$ cat src/logic/bsa_pkg.sv
/*
 * Package for the backup supply and aging control block: register offsets,
 * field positions, reset values and the supply policy encodings.
 * Assumes a simple byte-wide register port with address, write strobe and
 * read data that settles one clock after the address.
 */
// Behaviour
// - Trim register at 30h keeps its code in bits 3..0; upper bits read zero.
// - Each trim step is 2 ppm: 0000 gives +16, 1111 gives -14.
// - Trim adds as a signed term to the temperature correction.
// - Policy field picks standard or direct, each with or without low-battery detect, or disabled.
// - Standard mode fails over only when main is below battery and threshold.
// - Direct mode fails over whenever main is below battery; no threshold check.
// - Fail-over sets the backup-switched flag.
// - Fail-over interrupt only when the backup-switch interrupt enable is set.
// - With stamp enable set, fail-over captures time into timestamp set 4.
// - Backup-switched flag holds until the host clears it; clearing drops the interrupt.
// - On battery, host interface inputs are ignored; nothing can be written.
// - On battery, interface outputs and square-wave output go high impedance.
// - Fail-over disabled: main supply only, backup-switched flag held at zero.
// - Low-battery flag follows the comparator when detection is on; writes cannot clear.
// - Low-battery interrupt only when its enable bit is set.
`default_nettype none

package bsa_pkg;

    // ==========================================================
    // register map
    localparam logic [7:0] BSA_ADDR_AGE_TRIM = 8'h30;
    localparam logic [7:0] BSA_ADDR_SUPPLY_CTL = 8'h31;
    localparam logic [7:0] BSA_ADDR_SUPPLY_STAT = 8'h32;

    // ==========================================================
    // field positions
    localparam int BSA_POS_LBIE = 0;
    localparam int BSA_POS_BIE = 1;
    localparam int BSA_POS_BACKUP_SWITCH_STAMP_EN = 2;
    localparam int BSA_POS_POLICY = 5;
    localparam int BSA_POS_BF = 3;
    localparam int BSA_POS_BLF = 2;
    localparam int BSA_POS_ONBAT = 0;

    // ==========================================================
    // reset values
    localparam logic [3:0] BSA_RST_AGE_TRIM = 4'h8;
    localparam logic [2:0] BSA_RST_POLICY = 3'h7;

    // ==========================================================
    // supply policy decoded mode
    typedef enum logic [1:0] {
        BSA_MODE_OFF = 2'b00,
        BSA_MODE_STD = 2'b01,
        BSA_MODE_DIRECT = 2'b10
    } bsa_mode_type;

    // ==========================================================
    // supply state machine
    typedef enum logic [0:0] {
        BSA_ST_MAIN = 1'b0,
        BSA_ST_BATT = 1'b1
    } bsa_state_type;

endpackage

`default_nettype wire

$ cat src/logic/bsa_trim.sv
/*
 * Aging trim adder: turns the 4-bit aging code into a signed ppm step and
 * adds it to the temperature-derived correction, registered.
 * Assumes the temperature correction is a signed count in 2 ppm units.
 */
`default_nettype none

module bsa_trim
    import bsa_pkg::*;
(
    // clock and reset
    input wire logic i_mclk,
    input wire logic i_rst,
    // correction inputs
    input wire logic [3:0] i_code,
    input wire logic signed [7:0] i_temp_corr,
    // summed correction, 2 ppm units
    output logic signed [7:0] o_total_corr
);

    // ==========================================================
    // code to signed step: 8 minus code, so 0 -> +8 (16 ppm), 15 -> -7
    function automatic logic signed [7:0] code_step(input logic [3:0] code);
        code_step = 8'sh08 - $signed({4'h0, code});
    endfunction

    // register the sum so the compensation path sees a clean value
    always_ff @(posedge i_mclk) begin
        if (i_rst) begin
            o_total_corr <= 8'sh00;
        end else begin
            o_total_corr <= i_temp_corr + code_step(i_code);
        end
    end

endmodule

`default_nettype wire

$ cat src/logic/bsa_ctrl.sv
/*
 * Backup supply and aging control: register port, supply policy,
 * fail-over state machine, flags and interrupts, interface gating.
 * Assumes supply comparators arrive asynchronously as pins and the register
 * port is driven from the host interface logic on the same clock.
 */
`default_nettype none

module bsa_ctrl
    import bsa_pkg::*;
(
    // clock and reset
    input wire logic i_mclk,
    input wire logic i_rst,
    // register port
    input wire logic [7:0] i_addr,
    input wire logic i_wr,
    input wire logic [7:0] i_wdata,
    output logic [7:0] o_rdata,
    // host interface gating
    input wire logic i_host_oe,
    output logic o_host_oe,
    output logic o_host_in_en,
    // square-wave output enable
    input wire logic i_square_wave_oe,
    output logic o_square_wave_oe,
    // comparators, asynchronous
    input wire logic i_main_below_batt,
    input wire logic i_main_below_thresh,
    input wire logic i_batt_low,
    // temperature compensation
    input wire logic signed [7:0] i_temp_corr,
    output logic signed [7:0] o_total_corr,
    // events
    output logic o_stamp4_capture,
    output logic o_irq_backup,
    output logic o_irq_low_batt,
    output logic o_on_battery
);

    // ==========================================================
    // state
    typedef struct packed {
        logic [3:0] age_trim_code;
        logic [2:0] supply_policy_select;
        logic backup_switch_irq_en;
        logic backup_switch_stamp_en;
        logic low_battery_irq_en;
        logic backup_switched_flag;
        logic low_battery_flag;
        bsa_state_type supply_state;
        logic [2:0] sync_mbb;
        logic [2:0] sync_mbt;
        logic [2:0] sync_bl;
        logic mbb;
        logic mbt;
        logic bl;
        logic [7:0] rdata;
        logic host_oe;
        logic host_in_en;
        logic square_wave_oe;
        logic stamp4;
        logic irq_backup;
        logic irq_low;
    } bsa_regs_type;

    bsa_regs_type r;
    bsa_regs_type next_r;
    bsa_mode_type mode;
    logic detect_en;
    logic fail;
    logic wr_ok;

    // ==========================================================
    // policy decode
    function automatic bsa_mode_type decode_mode(input logic [2:0] p);
        if (p <= 3'h2) begin
            decode_mode = BSA_MODE_STD;
        end else if (p <= 3'h5) begin
            decode_mode = BSA_MODE_DIRECT;
        end else begin
            decode_mode = BSA_MODE_OFF;
        end
    endfunction

    function automatic logic decode_detect(input logic [2:0] p);
        decode_detect = (p == 3'h0) || (p == 3'h3);
    endfunction

    // policy is read live from the register, so a write acts next cycle
    assign mode = decode_mode(r.supply_policy_select);
    assign detect_en = decode_detect(r.supply_policy_select);

    // failure condition per mode
    always_comb begin
        case (mode)
            BSA_MODE_STD: fail = r.mbb && r.mbt;
            BSA_MODE_DIRECT: fail = r.mbb;
            default: fail = 1'b0;
        endcase
    end

    // writes refused while on battery
    assign wr_ok = i_wr && (r.supply_state == BSA_ST_MAIN);

    // ==========================================================
    // next state
    always_comb begin
        next_r = r;
        next_r.stamp4 = 1'b0;
        // three-stage synchronisers; a change counts when stages two and three agree
        next_r.sync_mbb = {r.sync_mbb[1:0], i_main_below_batt};
        next_r.sync_mbt = {r.sync_mbt[1:0], i_main_below_thresh};
        next_r.sync_bl = {r.sync_bl[1:0], i_batt_low};
        if (r.sync_mbb[2] == r.sync_mbb[1]) begin
            next_r.mbb = r.sync_mbb[2];
        end
        if (r.sync_mbt[2] == r.sync_mbt[1]) begin
            next_r.mbt = r.sync_mbt[2];
        end
        if (r.sync_bl[2] == r.sync_bl[1]) begin
            next_r.bl = r.sync_bl[2];
        end
        // register writes; the flag clear comes first so a same-cycle switch wins
        if (wr_ok) begin
            if (i_addr == BSA_ADDR_AGE_TRIM) begin
                next_r.age_trim_code = i_wdata[3:0];
            end else if (i_addr == BSA_ADDR_SUPPLY_CTL) begin
                next_r.supply_policy_select = i_wdata[BSA_POS_POLICY +: 3];
                next_r.backup_switch_stamp_en = i_wdata[BSA_POS_BACKUP_SWITCH_STAMP_EN];
                next_r.backup_switch_irq_en = i_wdata[BSA_POS_BIE];
                next_r.low_battery_irq_en = i_wdata[BSA_POS_LBIE];
            end else if (i_addr == BSA_ADDR_SUPPLY_STAT) begin
                if (!i_wdata[BSA_POS_BF]) begin
                    next_r.backup_switched_flag = 1'b0;
                end
            end
        end
        // supply state machine
        case (r.supply_state)
            BSA_ST_MAIN: begin
                if (fail) begin
                    next_r.supply_state = BSA_ST_BATT;
                    next_r.backup_switched_flag = 1'b1;
                    next_r.stamp4 = r.backup_switch_stamp_en;
                end
            end
            BSA_ST_BATT: begin
                if (!fail) begin
                    next_r.supply_state = BSA_ST_MAIN;
                end
            end
            default: next_r.supply_state = BSA_ST_MAIN;
        endcase
        // disabled switch-over pins the flag low
        if (mode == BSA_MODE_OFF) begin
            next_r.backup_switched_flag = 1'b0;
        end
        // low battery follows the comparator; no write path clears it
        next_r.low_battery_flag = detect_en && r.bl;
        // interrupts
        next_r.irq_backup = next_r.backup_switched_flag && next_r.backup_switch_irq_en;
        next_r.irq_low = next_r.low_battery_flag && next_r.low_battery_irq_en;
        // output gating on battery
        next_r.host_oe = i_host_oe && (next_r.supply_state == BSA_ST_MAIN);
        next_r.square_wave_oe = i_square_wave_oe && (next_r.supply_state == BSA_ST_MAIN);
        next_r.host_in_en = (next_r.supply_state == BSA_ST_MAIN);
        // read data, unused bits zero
        if (i_addr == BSA_ADDR_AGE_TRIM) begin
            next_r.rdata = {4'h0, r.age_trim_code};
        end else if (i_addr == BSA_ADDR_SUPPLY_CTL) begin
            next_r.rdata = {r.supply_policy_select, 2'b00, r.backup_switch_stamp_en,
                            r.backup_switch_irq_en, r.low_battery_irq_en};
        end else if (i_addr == BSA_ADDR_SUPPLY_STAT) begin
            next_r.rdata = {4'h0, r.backup_switched_flag, r.low_battery_flag, 1'b0,
                            r.supply_state == BSA_ST_BATT};
        end else begin
            next_r.rdata = 8'h00;
        end
    end

    // ==========================================================
    // state register
    always_ff @(posedge i_mclk) begin
        if (i_rst) begin
            r <= '0;
            r.age_trim_code <= BSA_RST_AGE_TRIM;
            r.supply_policy_select <= BSA_RST_POLICY;
            r.supply_state <= BSA_ST_MAIN;
            r.host_in_en <= 1'b1;
        end else begin
            r <= next_r;
        end
    end

    // ==========================================================
    // aging trim into the compensation path
    bsa_trim u_trim (
        .i_mclk(i_mclk),
        .i_rst(i_rst),
        .i_code(r.age_trim_code),
        .i_temp_corr(i_temp_corr),
        .o_total_corr(o_total_corr)
    );

    // outputs straight from flops
    assign o_rdata = r.rdata;
    assign o_host_oe = r.host_oe;
    assign o_host_in_en = r.host_in_en;
    assign o_square_wave_oe = r.square_wave_oe;
    assign o_stamp4_capture = r.stamp4;
    assign o_irq_backup = r.irq_backup;
    assign o_irq_low_batt = r.irq_low;
    assign o_on_battery = (r.supply_state == BSA_ST_BATT);

endmodule

`default_nettype wire

$ cat config.mk
export PLATFORM = sky130hd
export DESIGN_NAME = bsa_ctrl
export DESIGN_NICKNAME = d
export VERILOG_FILES = /design/src/logic/bsa_pkg.sv /design/src/logic/bsa_trim.sv /design/src/logic/bsa_ctrl.sv
export SDC_FILE = /design/constraint.sdc
export NUM_CORES = 1
export LEC_CHECK = 0
export ABC_AREA = 1
export BUFFER_PORTS_ARGS = -buffer_cell sky130_fd_sc_hd__buf_2
export CAP_MARGIN = 20
export CELL_PAD_IN_SITES_DETAIL_PLACEMENT = 1
export CELL_PAD_IN_SITES_GLOBAL_PLACEMENT = 1
export CORE_MARGIN = 2
export CORE_UTILIZATION = 34
export CTS_BUF_LIST = sky130_fd_sc_hd__clkbuf_4 sky130_fd_sc_hd__clkbuf_8 sky130_fd_sc_hd__clkbuf_16
export CTS_CLUSTER_SIZE = 25
export DETAILED_ROUTE_END_ITERATION = 16
export PLACE_DENSITY_LB_ADDON = 0.08
export SKIP_LAST_GASP = 1
export SYNTH_ARGS = -nofsm -noshare
export SYNTH_HDL_FRONTEND = slang
export SYNTH_SLANG_ARGS = --single-unit
$ cat constraint.sdc
create_clock -name i_mclk -period 1.6 [get_ports i_mclk]
set_input_delay 0.16 -clock i_mclk [delete_from_list [all_inputs] [get_ports i_mclk]]
set_output_delay 0.16 -clock i_mclk [all_outputs]
set_load 0.05 [all_outputs]
### Yosys cells after proc, flatten, opt, wreduce, memory -nomap -nowiden

Cells that the tools add are included.

| word-level totals | value |
|---|---|
| output and inout port bits | 23 |
| flip-flop bits (word level) | 47 |
| word-level logic and storage cells | 72 |
| input bits | 32 |

| operators by class | value |
|---|---|
| muxes and demuxes | 16 |
| bitwise operators | 4 |
| eq/ne operators | 9 |
| reductions and logical operators | 15 |
| add/subtract/negate cells | 2 |
| magnitude comparators | 2 |

Operators with widths:

| cell | count |
|---|---|
| $eq A8 B6 Y1 const B | 3 |
| $mux W4 | 4 |
| $add A8 B8 Y8 | 1 |
| $mux W8 | 1 |
| $logic_and A1 B1 Y1 | 7 |
| $mux W1 | 7 |
| $reduce_or A3 Y1 | 2 |
| $sub A4 B4 Y5 const A | 1 |
| $mux W2 | 2 |
| $not A1 Y1 | 4 |
| $eq A1 B1 Y1 | 3 |
| $eq A3 B2 Y1 const B | 1 |
| $le A3 B2 Y1 const B | 1 |
| $le A3 B3 Y1 const B | 1 |
| $logic_not A3 Y1 | 1 |
| $mux W3 | 1 |
| $reduce_and A3 Y1 | 1 |
| $eq A2 B1 Y1 const B | 1 |
| $eq A2 B2 Y1 const B | 1 |
| $logic_not A2 Y1 | 1 |
| $pmux W1 S2 | 1 |
| $reduce_and A2 Y1 | 1 |
| $reduce_or A2 Y1 | 1 |
| $logic_or A1 B1 Y1 | 1 |

### Longest topological paths before layout

| logic depth | value |
|---|---|
| depth after elaboration | 9 |
| depth in mapped cells | 12 |
| mapped depth without buffers | 12 |

### Cells and area by module

From an unflattened synthesis, not the netlist that was laid out.

| second synthesis, totals | value |
|---|---|
| cells, all modules | 288 |
| area total of the unflattened synthesis | 2,138.3 µm² |

By module, submodules not included:

| module | area an instance (µm²) | sequential area each (µm²) | times used | cells an instance |
|---|---|---|---|---|
| bsa_ctrl | 1,532.7 | 760.7 | 1 | 198 |
| bsa_trim | 605.6 | 160.2 | 1 | 90 |

### Least setup slack after synthesis

OpenSTA, ideal clock, no wires.

| path | value |
|---|---|
| kind | reg-to-reg |
| start point | register r[35] in the netlist's numbering |
| end point | register u_trim.o_total_corr[7] |
| path buffers | 0 |
| data required time | 1.485 ns |
| arrival | 1.522 ns |
| path slack | -0.037 ns |
| library setup time | 0.115 ns |
| cell stages (with the launch flop) | 13 |
| period minus slack after synthesis | 1.637 ns |
| path through | dfxtp_1 > inv_1 > ha_1 > nand2_1 > nand2_1 > inv_1 > ha_1 > nand2_1 > nand2_1 > a21oi_1 > nand3_1 > nand2_1 > nor2_1 |

| on the way | value |
|---|---|
| longest elaborated chain between the ends | 2 |

Ends and longest elaborated chain:

| what | line | source |
|---|---|---|
| from (decl) | bsa_ctrl.sv:67 | `bsa_regs_type r;` |
| from (signal assigned) | bsa_ctrl.sv:192 | `r <= next_r;` |
| $sub A4 B4 Y5 | bsa_trim.sv:24 | `code_step = 8'sh08 - $signed({4'h0, code});` |
| $add A8 B8 Y8 | bsa_trim.sv:32 | `o_total_corr <= i_temp_corr + code_step(i_code);` |
| to (signal assigned) | bsa_trim.sv:32 |  |
| to (decl) | bsa_trim.sv:18 | `output logic signed [7:0] o_total_corr` |

Every way passes these cells.
A chain may end at the register's enable or synchronous reset.

### Worst setup path in the final report

| path | value |
|---|---|
| start point | register r[36] in the netlist's numbering |
| end point | register u_trim.o_total_corr[7] |

Same word-level chain as after synthesis.

==> run metrics <==
status=finished, violations left; failing checks=negative setup slack; Fillers=741; Yosys top cell by area=dfxtp_1; Synth Warn #=0; Ant. Diodes=0; Syn Inst Count=272; switching pwr=0.568 mW; number of vias in the routed layout=1823; Switching Share=24.9%; largest net degree at the start of global routing=21; CTS tree=yes; Hold Vio Cnt, Final=0; floorplan die height=82.4 microns; number of synthesized flops with an enable pin=0; most frequent cells in the layout=buf_2, dfxtp_1, inv_1; post-DR wirelength/cell=12.4 microns; pwr/cell area=829 nW/um^2; Worst EP required=1800 ps; fmax=0.612 GHz; cts bufs inserted=5; HP Class=in2reg; final worst-path cycle share=102%; Main synth FF type=dfxtp_1; Yosys top cell area share=44.0%; initial antenna violation count=0; Critical Path Fanout Max=5; Slew Viols, Final=0; Placer Congestion=0.773; Layout area overhead=31.8%; Crit path largest cell delay=360 ps; Non-Filler Instances=407; internal power=1.72 mW; Synth async-reset ratio=0%; most common cell after layout, fill and taps aside=buf_2; post-DP HPWL=3750 microns; Min Hold Slack=55.2 ps; CTS H-tree lvls=2; Seq/Total Area, Yosys=44.0%; area of the multi-input gates=1080 sq um; clock tree buffer depth=2; clock latency at the later pin of the worst-skew pair=300 ps; Setup TNS=-75.4 ps; final WL=5040 microns; first-pass GRT wire length=8250 microns; Port Buffer Count=52; I/O pin total=55; CP max-delay cell=dfxtp_2; 1st-pass router iterations=4; Worst VDD drop=642 uV; Layout Skew=9.46 ps; vias in the first global route=1903; initial core utilization=35.3%; Clk pwr share=37.3%; gr ovfl total=0; drt initial violations=52; crit-path cells=inv_4 > ha_4 > xnor2_4 > ha_4 > a21oi_2 > nand2_2 > nand2_2 > nand3_1 > nand2_1 > nor2_1; DR vias/cell=4.48; core area=5920 sq um; CTS root buffer=clkbuf_8; gr usage total=16.1%; Syn Nets=313; P_leak=1.45 nW; min Tclk post-route=1630 ps; Largest delay share family, worst path=adder cells; Placed Cells=397; FP Rows=28; Post-Syn Area per Cell=7.69 sq um; CP Launch Type=register; antenna viol nets, final=0; Max Cap Viol=0; CP arrival=1830 ps; register area=923 sq um; RSZ-0062 raised after global routing=true; setup ws final=-34.8 ps; fin nets=372; WS Path Type=reg2reg; share of layout cells above drive strength 1=38.0%; DR DRC count=0; Seq pwr share=51.5%; Crit. End Element=register; hold buffer count at cts=0; synth top area cells=dfxtp_1, inv_1, nand2_1; die span in x=82.4 microns; Post-Syn Area=2090 sq um; synthesized flop and latch total=46; CP bufs+invs=1; die area=6790 sq um; Finish-stage setup viols=3; Unique masters post-synth=27; utilization after layout=46.5%; Comb power frac=11.2%; Clock transition at path regs=90 ps; total clock sinks=46
-- final cells by class --
cell class                      instances  share of cell area, %
Clock buffer                            5                   2.50
Sequential cell                        46                   33.5
Multi-Input combinational cell        164                   39.1
Timing Repair Buffer                   64                   12.9
Clock inverter                          3                   1.45
Tap cell                               75                   3.41
Inverter                               50                   7.18
-- Yosys cell counts, types with 3 or more instances --
cell,n
buf_4,8
nor2_4,3
nand3_1,26
inv_1,44
ha_1,8
a21oi_1,18
nand2_1,43
inv_2,5
nand2_2,5
o21ai_1,5
dfxtp_1,46
nor2_1,37
o21ai_0,4
-- power by group through the flow --
| stage | Clock [mW] | Sequential [mW] | Combinational, mW |
|---|---|---|---|
| 6_report | 0.852 | 1.18 | 0.257 |
| 5_1_grt | 0.931 | 1.18 | 0.285 |
| 4_1_cts | 0.893 | 1.18 | 0.247 |
| 3_5_place_dp | 0 | 1.20 | 0.245 |
| 3_3_place_gp | 0 | 1.20 | 0.240 |
| 2_1_floorplan | 0 | 1.25 | 0.105 |
-- layer usage --
layer | vias to the layer above | global-route usage, % | share of wire, %
met5 | - | 0 | 0
met4 | 0 | 5.50 | 0.79
met3 | 4 | 4.02 | 3.7
met2 | 28 | 29.3 | 53
met1 | 847 | 18.2 | 43
li1 | 944 | - | -
-- final timing paths --
| check | from | endpoint | slack, ps | cells past startpoint |
|---|---|---|---|---|
| max reg2reg | r[36]$_SDFFE_PP0P_ | u_trim.o_total_corr[7]$_SDFF_PP0_ | -30 | 10 |
| max | r[36]$_SDFFE_PP0P_ | u_trim.o_total_corr[7]$_SDFF_PP0_ | -30 | 10 |
| min | i_main_below_batt | next_r[24]$_SDFF_PP0_ | 60 | 3 |
| min reg2reg | next_r[21]$_SDFF_PP0_ | next_r[22]$_SDFF_PP0_ | 410 | 2 |
-- what timing repair did --
item	CTS	global route
endpoints found under the hold margin	0	0
pin swaps	6	12
buffers inserted	0	2
endpoints found under the setup margin	5	5
gates resized for setup	10	24
-- stage by stage --
stage	area [sq um]	setup slack, ps	total power, mW
floorplan	2130	-0.726	1.36
global placement	2490	-78.0	1.44
detailed placement	2490	-132	1.45
CTS	2620	-81.1	2.32
global route	2760	-111	2.39
finish	2760	-34.8	2.28
-- worst register-to-register path: cells and delay by family (launching register included) --
| kind | cells | cell delay, ps |
|---|---|---|
| adder cells (fa/ha/maj) | 2 | 420 |
| AND/OR/NAND/NOR | 5 | 390 |
| flip-flops | 1 | 360 |
| XOR/XNOR | 1 | 180 |
| AO/OA/AOI/OAI | 1 | 150 |
| buffers and inverters | 1 | 50 |
-- cell families (layout without fill, tap and decap cells) --
kind of cell | after synthesis | after routing | synth area share [%]
simple gates | 123 | 123 | 29.1
buf+inv | 62 | 122 | 12.9
flops | 46 | 46 | 44.0
compound gates | 29 | 29 | 7.18
fa+ha+maj | 9 | 9 | 5.75
xor+xnor | 2 | 2 | 0.838
other cells | 1 | 1 | 0.179
-- registers in the layout, summed over array words and instances, names as in the netlist --
name / count
next_r: 6
o_host_in_en: 1
o_host_oe: 1
o_irq_backup: 1
o_irq_low_batt: 1
o_on_battery: 1
o_rdata: 7
o_square_wave_oe: 1
o_stamp4_capture: 1
r: 18
u_trim.o_total_corr: 8
Power figures use the tool's default switching activity.
